<file path="config.mk">
export PLATFORM = sky130hd
export DESIGN_NAME = epdsp_device_flat
export DESIGN_NICKNAME = d
export VERILOG_FILES = /design/src/logic/epdsp_pkg.sv /design/src/logic/epdsp_if.sv /design/src/logic/epdsp_sync.sv /design/src/logic/epdsp_device.sv /design/src/flat_wrapper.sv
export VERILOG_INCLUDE_DIRS = /design/src /design/src/logic
export SDC_FILE = /design/constraint.sdc
export NUM_CORES = 1
export LEC_CHECK = 0
export BUFFER_PORTS_ARGS = -buffer_cell sky130_fd_sc_hd__buf_2
export CELL_PAD_IN_SITES_DETAIL_PLACEMENT = 1
export CELL_PAD_IN_SITES_GLOBAL_PLACEMENT = 2
export CORE_ASPECT_RATIO = 0.7
export CORE_MARGIN = 2
export CORE_UTILIZATION = 34
export CTS_CLUSTER_SIZE = 16
export DETAILED_ROUTE_END_ITERATION = 10
export PLACE_DENSITY_LB_ADDON = 0.1
export SETUP_SLACK_MARGIN = 0.02
export SYNTH_ARGS = -nofsm -noshare
export SYNTH_HDL_FRONTEND = slang
export SYNTH_SLANG_ARGS = --single-unit
</file>
<file path="constraint.sdc">
create_clock -name ref_clk -period 1.8 [get_ports ref_clk]
set_input_delay 0.54 -clock ref_clk [delete_from_list [all_inputs] [get_ports ref_clk]]
set_output_delay 0.54 -clock ref_clk [all_outputs]
set_load 0.01 [all_outputs]
</file>
<file path="src/logic/epdsp_params.svh">
// timing counts, bit counts and reset values of the serial host port
// assumes the block clock runs at EPDSP_CLK_KHZ
`ifndef EPDSP_PARAMS_SVH
`define EPDSP_PARAMS_SVH

`define EPDSP_CLK_KHZ 100000
`define EPDSP_WR_FMAX_KHZ 20000
`define EPDSP_RD_FMAX_KHZ 2500
`define EPDSP_WR_HALF ((`EPDSP_CLK_KHZ + 2 * `EPDSP_WR_FMAX_KHZ - 1) / (2 * `EPDSP_WR_FMAX_KHZ))
`define EPDSP_RD_HALF ((`EPDSP_CLK_KHZ + 2 * `EPDSP_RD_FMAX_KHZ - 1) / (2 * `EPDSP_RD_FMAX_KHZ))
`define EPDSP_CSSU_NS 100
`define EPDSP_CSHLD_NS 50
`define EPDSP_CSHIGH_NS 250
`define EPDSP_NS2CYC(ns) (((ns) * `EPDSP_CLK_KHZ + 999999) / 1000000)
`define EPDSP_CSSU_CYC `EPDSP_NS2CYC(`EPDSP_CSSU_NS)
`define EPDSP_CSHLD_CYC `EPDSP_NS2CYC(`EPDSP_CSHLD_NS)
`define EPDSP_CSHIGH_CYC `EPDSP_NS2CYC(`EPDSP_CSHIGH_NS)
`define EPDSP_LAST_4W 4'h7
`define EPDSP_LAST_3W 4'h8
`define EPDSP_BITS_4W 4'h8
`define EPDSP_BITS_3W 4'h9
`define EPDSP_FLAG_BIT_3W 4'h1
`define EPDSP_CNT_RST 4'h0
`define EPDSP_BYTE_RST 8'h00

`endif

</file>
<file path="src/logic/epdsp_pkg.sv">
// mode type shared by both ends of the serial host port, and the state encoding of the host end
// assumes nothing of its surroundings
`default_nettype none
package epdsp_pkg;
	typedef enum logic {
		EPDSP_MODE_4WIRE = 1'b0,
		EPDSP_MODE_3WIRE = 1'b1
	} epdsp_mode_t;

	typedef enum logic [5:0] {
		H_IDLE = 6'b00_0001,
		H_SETUP = 6'b00_0010,
		H_LOW = 6'b00_0100,
		H_HIGH = 6'b00_1000,
		H_HOLD = 6'b01_0000,
		H_GAP = 6'b10_0000
	} epdsp_hstate_t;
endpackage : epdsp_pkg
`default_nettype wire

</file>
<file path="src/logic/epdsp_if.sv">
// link wires between host and display driver serial port
// assumes the bench joins both ends through one instance
`default_nettype none
interface epdsp_if;
	logic sclk;
	logic cs_n;
	logic dc_sel;
	logic serial_in;
	logic serial_out;
	logic busy;
	logic hw_reset_n;

	modport dev (
		input sclk,
		input cs_n,
		input dc_sel,
		input serial_in,
		input hw_reset_n,
		output serial_out,
		output busy
	);

	modport host (
		output sclk,
		output cs_n,
		output dc_sel,
		output serial_in,
		output hw_reset_n,
		input serial_out,
		input busy
	);
endinterface : epdsp_if
`default_nettype wire

</file>
<file path="src/logic/epdsp_sync.sv">
// two flip-flop synchroniser for a bundle of pin levels
// assumes each bit is an independent level from outside the clock domain
`default_nettype none
module epdsp_sync #(
	parameter int W = 1,
	parameter logic [W-1:0] RST_VAL = '0
) (
	input wire logic ref_clk,
	input wire logic nrst,
	input wire logic [W-1:0] d,
	output logic [W-1:0] q
);
	logic [W-1:0] meta;

	always_ff @(posedge ref_clk) begin
		if (!nrst) begin
			meta <= RST_VAL;
			q <= RST_VAL;
		end else begin
			meta <= d;
			q <= meta;
		end
	end
endmodule : epdsp_sync
`default_nettype wire

</file>
<file path="src/logic/epdsp_device.sv">
// display driver end of the serial host port
// assumes link pins arrive asynchronously; ref_clk well above serial clock
`include "epdsp_params.svh"
`default_nettype none
module epdsp_device (
	input wire logic ref_clk,
	input wire logic nrst,
	input wire logic interface_select,
	epdsp_if.dev link,
	output logic rx_valid,
	output logic [7:0] rx_byte,
	output logic rx_is_data,
	output logic rx_abort,
	input wire logic [7:0] rd_data,
	output logic rd_taken,
	input wire logic busy_req,
	output epdsp_pkg::epdsp_mode_t mode
);
	import epdsp_pkg::*;

	logic [5:0] pin_s;
	logic sclk_s;
	logic cs_n_s;
	logic dc_s;
	logic sin_s;
	logic hwrst_n_s;
	logic strap_s;
	logic rst;
	logic sclk_d;
	logic cs_n_d;
	logic rise;
	logic fall;
	logic active;
	logic [3:0] bit_cnt;
	logic [7:0] rx_shift;
	logic flag;
	logic [7:0] tx_shift;
	logic serial_out;
	logic load;
	logic shift;

	// last bit position of a word in the given format
	function automatic logic word_end(epdsp_mode_t m, logic [3:0] cnt);
		if (m == EPDSP_MODE_3WIRE) begin
			return cnt == `EPDSP_LAST_3W;
		end
		return cnt == `EPDSP_LAST_4W;
	endfunction : word_end

	epdsp_sync #(
		.W(6),
		.RST_VAL(6'b11_0000)
	) u_pins (
		.ref_clk(ref_clk),
		.nrst(nrst),
		.d({link.sclk, link.cs_n, link.dc_sel, link.serial_in,
			link.hw_reset_n, interface_select}),
		.q(pin_s)
	);

	assign sclk_s = pin_s[5];
	assign cs_n_s = pin_s[4];
	assign dc_s = pin_s[3];
	assign sin_s = pin_s[2];
	assign hwrst_n_s = pin_s[1];
	assign strap_s = pin_s[0];

	// the reset pin acts like the block reset, still on the clock
	assign rst = !nrst || !hwrst_n_s;

	always_ff @(posedge ref_clk) begin
		if (rst) begin
			sclk_d <= 1'b0;
			cs_n_d <= 1'b1;
		end else begin
			sclk_d <= sclk_s;
			cs_n_d <= cs_n_s;
		end
	end

	assign active = !cs_n_s;
	assign rise = active && sclk_s && !sclk_d;
	assign fall = active && !sclk_s && sclk_d;

	// format follows the strap, changed only between transfers
	always_ff @(posedge ref_clk) begin
		if (rst) begin
			mode <= EPDSP_MODE_4WIRE;
		end else if (cs_n_s) begin
			mode <= epdsp_mode_t'(strap_s);
		end
	end

	// bit position within the current word
	always_ff @(posedge ref_clk) begin
		if (rst || cs_n_s) begin
			bit_cnt <= `EPDSP_CNT_RST;
		end else if (rise) begin
			if (word_end(mode, bit_cnt)) begin
				bit_cnt <= `EPDSP_CNT_RST;
			end else begin
				bit_cnt <= bit_cnt + 4'h1;
			end
		end
	end

	// incoming bits, msb first
	always_ff @(posedge ref_clk) begin
		if (rst) begin
			rx_shift <= `EPDSP_BYTE_RST;
		end else if (rise) begin
			rx_shift <= {rx_shift[6:0], sin_s};
		end
	end

	// leading command/data flag of a nine-bit word
	always_ff @(posedge ref_clk) begin
		if (rst) begin
			flag <= 1'b0;
		end else if (rise && mode == EPDSP_MODE_3WIRE
			&& bit_cnt == `EPDSP_CNT_RST) begin
			flag <= sin_s;
		end
	end

	// hand each finished word to the core
	always_ff @(posedge ref_clk) begin
		if (rst) begin
			rx_valid <= 1'b0;
			rx_byte <= `EPDSP_BYTE_RST;
			rx_is_data <= 1'b0;
		end else begin
			rx_valid <= rise && word_end(mode, bit_cnt);
			if (rise && word_end(mode, bit_cnt)) begin
				rx_byte <= {rx_shift[6:0], sin_s};
				if (mode == EPDSP_MODE_3WIRE) begin
					rx_is_data <= flag;
				end else begin
					rx_is_data <= dc_s;
				end
			end
		end
	end

	// a word cut short by chip select is reported and dropped
	always_ff @(posedge ref_clk) begin
		if (rst) begin
			rx_abort <= 1'b0;
		end else begin
			rx_abort <= cs_n_s && !cs_n_d
				&& bit_cnt != `EPDSP_CNT_RST;
		end
	end

	// read data: first bit goes out on the falling edge that opens a data
	// byte in four-wire, or the one after the flag in three-wire
	always_comb begin
		if (mode == EPDSP_MODE_3WIRE) begin
			load = fall && flag && bit_cnt == `EPDSP_FLAG_BIT_3W;
			shift = fall && bit_cnt > `EPDSP_FLAG_BIT_3W;
		end else begin
			load = fall && dc_s && bit_cnt == `EPDSP_CNT_RST;
			shift = fall && bit_cnt != `EPDSP_CNT_RST;
		end
	end

	always_ff @(posedge ref_clk) begin
		if (rst || cs_n_s) begin
			tx_shift <= `EPDSP_BYTE_RST;
			serial_out <= 1'b0;
		end else if (load) begin
			serial_out <= rd_data[7];
			tx_shift <= {rd_data[6:0], 1'b0};
		end else if (shift) begin
			serial_out <= tx_shift[7];
			tx_shift <= {tx_shift[6:0], 1'b0};
		end
	end

	// tells the core the offered byte has been taken
	always_ff @(posedge ref_clk) begin
		if (rst) begin
			rd_taken <= 1'b0;
		end else begin
			rd_taken <= load;
		end
	end

	// busy is shown to the host while the core works
	always_ff @(posedge ref_clk) begin
		if (rst) begin
			link.busy <= 1'b0;
		end else begin
			link.busy <= busy_req;
		end
	end

	assign link.serial_out = serial_out;
endmodule : epdsp_device
`default_nettype wire

</file>
<file path="src/flat_wrapper.sv">
// flat-port wrapper written by rule: the top's interface ports become plain ports
module epdsp_device_flat import epdsp_pkg::*;
  (ref_clk, nrst, interface_select, rx_valid, rx_byte, rx_is_data, rx_abort, rd_data, rd_taken, busy_req, mode, link_sclk, link_cs_n, link_dc_sel, link_serial_in, link_hw_reset_n, link_serial_out, link_busy);
  epdsp_if link_i ();
  input wire logic ref_clk;
  input wire logic nrst;
  input wire logic interface_select;
  output logic rx_valid;
  output logic [7:0] rx_byte;
  output logic rx_is_data;
  output logic rx_abort;
  input wire logic [7:0] rd_data;
  output logic rd_taken;
  input wire logic busy_req;
  output epdsp_pkg::epdsp_mode_t mode;
  input wire logic [$bits(link_i.sclk)-1:0] link_sclk;
  input wire logic [$bits(link_i.cs_n)-1:0] link_cs_n;
  input wire logic [$bits(link_i.dc_sel)-1:0] link_dc_sel;
  input wire logic [$bits(link_i.serial_in)-1:0] link_serial_in;
  input wire logic [$bits(link_i.hw_reset_n)-1:0] link_hw_reset_n;
  output wire logic [$bits(link_i.serial_out)-1:0] link_serial_out;
  output wire logic [$bits(link_i.busy)-1:0] link_busy;
  assign link_i.sclk = link_sclk;
  assign link_i.cs_n = link_cs_n;
  assign link_i.dc_sel = link_dc_sel;
  assign link_i.serial_in = link_serial_in;
  assign link_i.hw_reset_n = link_hw_reset_n;
  assign link_serial_out = link_i.serial_out;
  assign link_busy = link_i.busy;
  epdsp_device u_core (.ref_clk(ref_clk), .nrst(nrst), .interface_select(interface_select), .link(link_i), .rx_valid(rx_valid), .rx_byte(rx_byte), .rx_is_data(rx_is_data), .rx_abort(rx_abort), .rd_data(rd_data), .rd_taken(rd_taken), .busy_req(busy_req), .mode(mode));
endmodule
</file>
==> results.py <==
metrics = {
    "logic_synthesis": {
        "synthAdderAreaFrac_pct": 1.98,
        "async_reset_ff_share_pct": 0,
        "yosysWarnings": 0,
        "syn_inst": 189,
        "synth_edf_count": 0,
        "synth_area_leader_cell": "dfxtp_1",
        "netlist_area_um2": 1890,
        "syn_avg_cell_area_um2": 10.0,
        "yosysSeqAreaShare_pct": 50.7,
        "synth_top_cell_area_share_pct": 50.7,
        "synth_compound_area_share_pct": 17.0,
        "synthFlopType": "dfxtp_1",
        "synth-simple-area-share_pct": 20.5,
        "synth.distinct_cells": 39,
        "synth_top_family_by_area": "simple AND/OR/NAND/NOR gates",
        "synth_fp_nets": 209,
        "synth.area.top_cells": "dfxtp_1 51%, a21oi_1 6.3%, mux2i_1 4.2%, nand2_1 3.4%, o21ai_1 2.9%",
        "muxShareOfSynthArea_pct": 4.23,
        "synth_xor_xnor_area_share_pct": 1.39,
        "synth_seq_cells": 48,
    },
    "setup_path": {
        "cp_cell_sequence": "inv_1, ha_1, a21oi_2, o31ai_4, buf_4, o221ai_1, a21oi_1",
        "slowest_stage": "dfxtp_2",
        "r2r_start": "u_core.bit_cnt[1]",
        "worstSetupPathType": "reg2reg",
        "cp-endpoint": "u_core.tx_shift[6]",
        "reg2reg_depth": 7,
        "rrSetupSlack_ps": 160,
        "cp.required_ps": 1990,
        "r2r_end": "u_core.tx_shift[6]",
        "startpoint": "u_core.bit_cnt[1]",
        "critPathMaxStageDelay_ps": 380,
        "critPathCaptureType": "flop",
        "worst_ep_arrival_time_ps": 1820,
        "crit_fanout": 4,
        "startpoint_type": "flop",
    },
    "detailed_routing": {
        "vias": 1458,
        "wire_per_inst_um": 13.8,
        "viasPerCell": 4.83,
        "firstDrtPassIters": 4,
        "drc_errors": 0,
        "postRouteWirelength_mm": 4.17,
        "ant_nets": 0,
        "initialDrtViolationCount": 24,
    },
    "sta": {
        "maxSlewViolCount": 0,
        "finalCritPeriodShare_pct": 91.1,
        "finalClockSkew_ps": 4.74,
        "tns_ps": 0,
        "finalSetupViolations": 0,
        "hold_viol_final": 0,
        "period_needed_ps": 1640,
        "rsz0062_at_grt": "no",
        "tightest_slew_ps": 391,
        "max-slew-margin-rel_pct": 73.9,
        "clock.fmax_mhz": 610,
    },
    "die": {
        "die_h_um": 66.5,
        "die_width_um": 93.2,
        "dieArea_um2": 6190,
        "core_um2": 5310,
        "std_cell_rows": 22,
        "io-pin-count": 32,
        "initial_core_util_pct": 35.7,
    },
    "global_routing": {
        "grt_overflow_total": 0,
        "grt_usage_pct": 15.1,
        "grt_pass1_wl_mm": 7.11,
        "grt_max_degree": 20,
        "grt_pass1_vias": 1460,
        "antenna_found_initial": 0,
    },
    "power": {
        "p_leak_nw": 0.895,
        "p_per_area_nw_per_um2": 833,
        "ir_drop_mv": 0.478,
    },
    "clock_tree": {
        "insertion_delay_ps": 300,
        "root_buffer": "clkbuf_8",
        "cts_made_buffers": 5,
        "cts.sinks": 48,
        "htree_levels": 2,
        "clk_pin_slew_worst_paths_ps": 90,
        "cts_buffer_depth": 2,
        "cts_tree": "built",
        "hold_buffers": 0,
    },
    "min_path": {
        "hold_path.class": "reg2reg",
        "whs_path_depth": 1,
    },
    "layout": {
        "num_antenna_cells": 0,
        "fin_nets": 249,
        "n_fill_cell": 620,
        "fin_area_um2": 2300,
        "post_route_cells_drive_above_1_share_pct": 29.6,
        "area_growth_pct": 21.5,
    },
    "placed_design": {
        "hpwlAfterDp_mm": 3.09,
        "io_buffer_count": 31,
        "gp_congestion": 0.776,
        "place_area_um2": 2150,
    },
    "outcome": {
        "run_status": "finished, final reports clean",
    },
    "job": {
        "drv_cap": 0,
    },
}
## flip-flops by register name, indices dropped and copies added (netlist names)
signal / cells
u_core.cs_n_d: 1
u_core.u_pins.meta: 6
u_core.bit_cnt: 4
u_core.rx_byte: 8
u_core.link.serial_out: 1
u_core.rd_taken: 1
u_core.u_pins.q: 6
u_core.rx_shift: 7
u_core.tx_shift: 7
u_core.rx_valid: 1
u_core.flag: 1
u_core.link.busy: 1
u_core.rx_is_data: 1
u_core.sclk_d: 1
u_core.rx_abort: 1
u_core.mode: 1
## through the flow
stage               instances  util (%)  hold slack, ps  power (mW)  setup slack [ps]
finish                    302      43.3             406        1.92               160
global route              302      43.3             422        2.00              32.1
CTS                       299      42.6             411        1.95              83.9
detailed placement        291      40.4             398        1.18              54.7
global placement          291      40.4             398        1.17               149
floorplan                 189         -             379        1.14               178
## placed cells by master (no fill, tap or decap), types with 2 or more instances in the layout
master / n
nand4_1: 2
nor3_1: 2
o221ai_1: 2
nor3b_4: 2
inv_1: 6
a21oi_1: 24
buf_2: 31
nor2_4: 2
nor2_1: 7
nand2_1: 17
buf_4: 8
and3_1: 3
xnor2_1: 2
ha_1: 2
o21ai_0: 2
mux2i_1: 8
clkbuf_8: 5
a21oi_2: 2
dfxtp_1: 47
nand2b_1: 4
o21ai_1: 11
and2_1: 8
nand3_1: 9
nor3_2: 2
## synth_stat cells (all sizes together), types with 2 or more instances
cell / n
nand3: 10
clkbuf: 3
nor2: 9
inv: 6
nor3b: 2
or2: 2
nor3: 4
nand2: 17
a21oi: 26
nand2b: 4
o21ai: 13
mux2i: 8
and2: 8
o221ai: 2
and3: 3
ha: 3
xnor2: 2
nand4: 2
dfxtp: 48
buf: 5
## where the power goes
group | total (mW) | switching [mW] | internal, mW
sequential | 1.08 | 0.00890 | 1.07
clock | 0.769 | 0.358 | 0.411
combinational | 0.0649 | 0.0324 | 0.0325
total | 1.92 | 0.399 | 1.52
## what timing repair did
action / CTS / global route
pin swaps: 0 / 2
setup buffers: 0 / 3
gates resized for setup: 1 / 3
setup endpoints to repair: 1 / 7
## worst max-delay path: cells and delay by family, from the launching register on
kind,cells,cell delay (ps)
compound gates,4,670
flops,1,380
buf+inv,2,270
fa+ha+maj,1,210
## worst min path at each step
stage / startpoint / endpoint / slack [ps]
after floorplan: u_core.cs_n_d / u_core.rx_abort / 380
after global placement: u_core.cs_n_d / u_core.rx_abort / 400
after detailed placement: u_core.cs_n_d / u_core.rx_abort / 400
after CTS: u_core.cs_n_d / u_core.rx_abort / 410
after global routing: u_core.cs_n_d / u_core.rx_abort / 420
final: u_core.cs_n_d / u_core.rx_abort / 410
## area by class of cell
type                       instances  area (um2)  share of cell area (%)
clock inverter                     3        42.5                    1.85
timing repair buffer              41         246                    10.7
tap                               72        90.1                    3.92
sequential                        48         962                    41.8
clock buffer                       5        68.8                    2.99
multi-input combinational        127         868                    37.7
inverter                           6        22.5                   0.979
## routing by layer
layer | vias to the layer above | GRT usage [%] | routed length (um)
met3 | 5 | 3.96 | 170
met2 | 19 | 23.5 | 1860
met5 | - | 0 | 0
met1 | 695 | 20.4 | 2100
li1 | 739 | - | -
met4 | 0 | 4.96 | 40
## logic make-up after synthesis
kind of cell	Yosys count
fa+ha+maj	3
flops	48
xor+xnor	3
mux	8
buf+inv	14
compound gates	48
simple gates	65
Power figures use the tool's default switching activity.
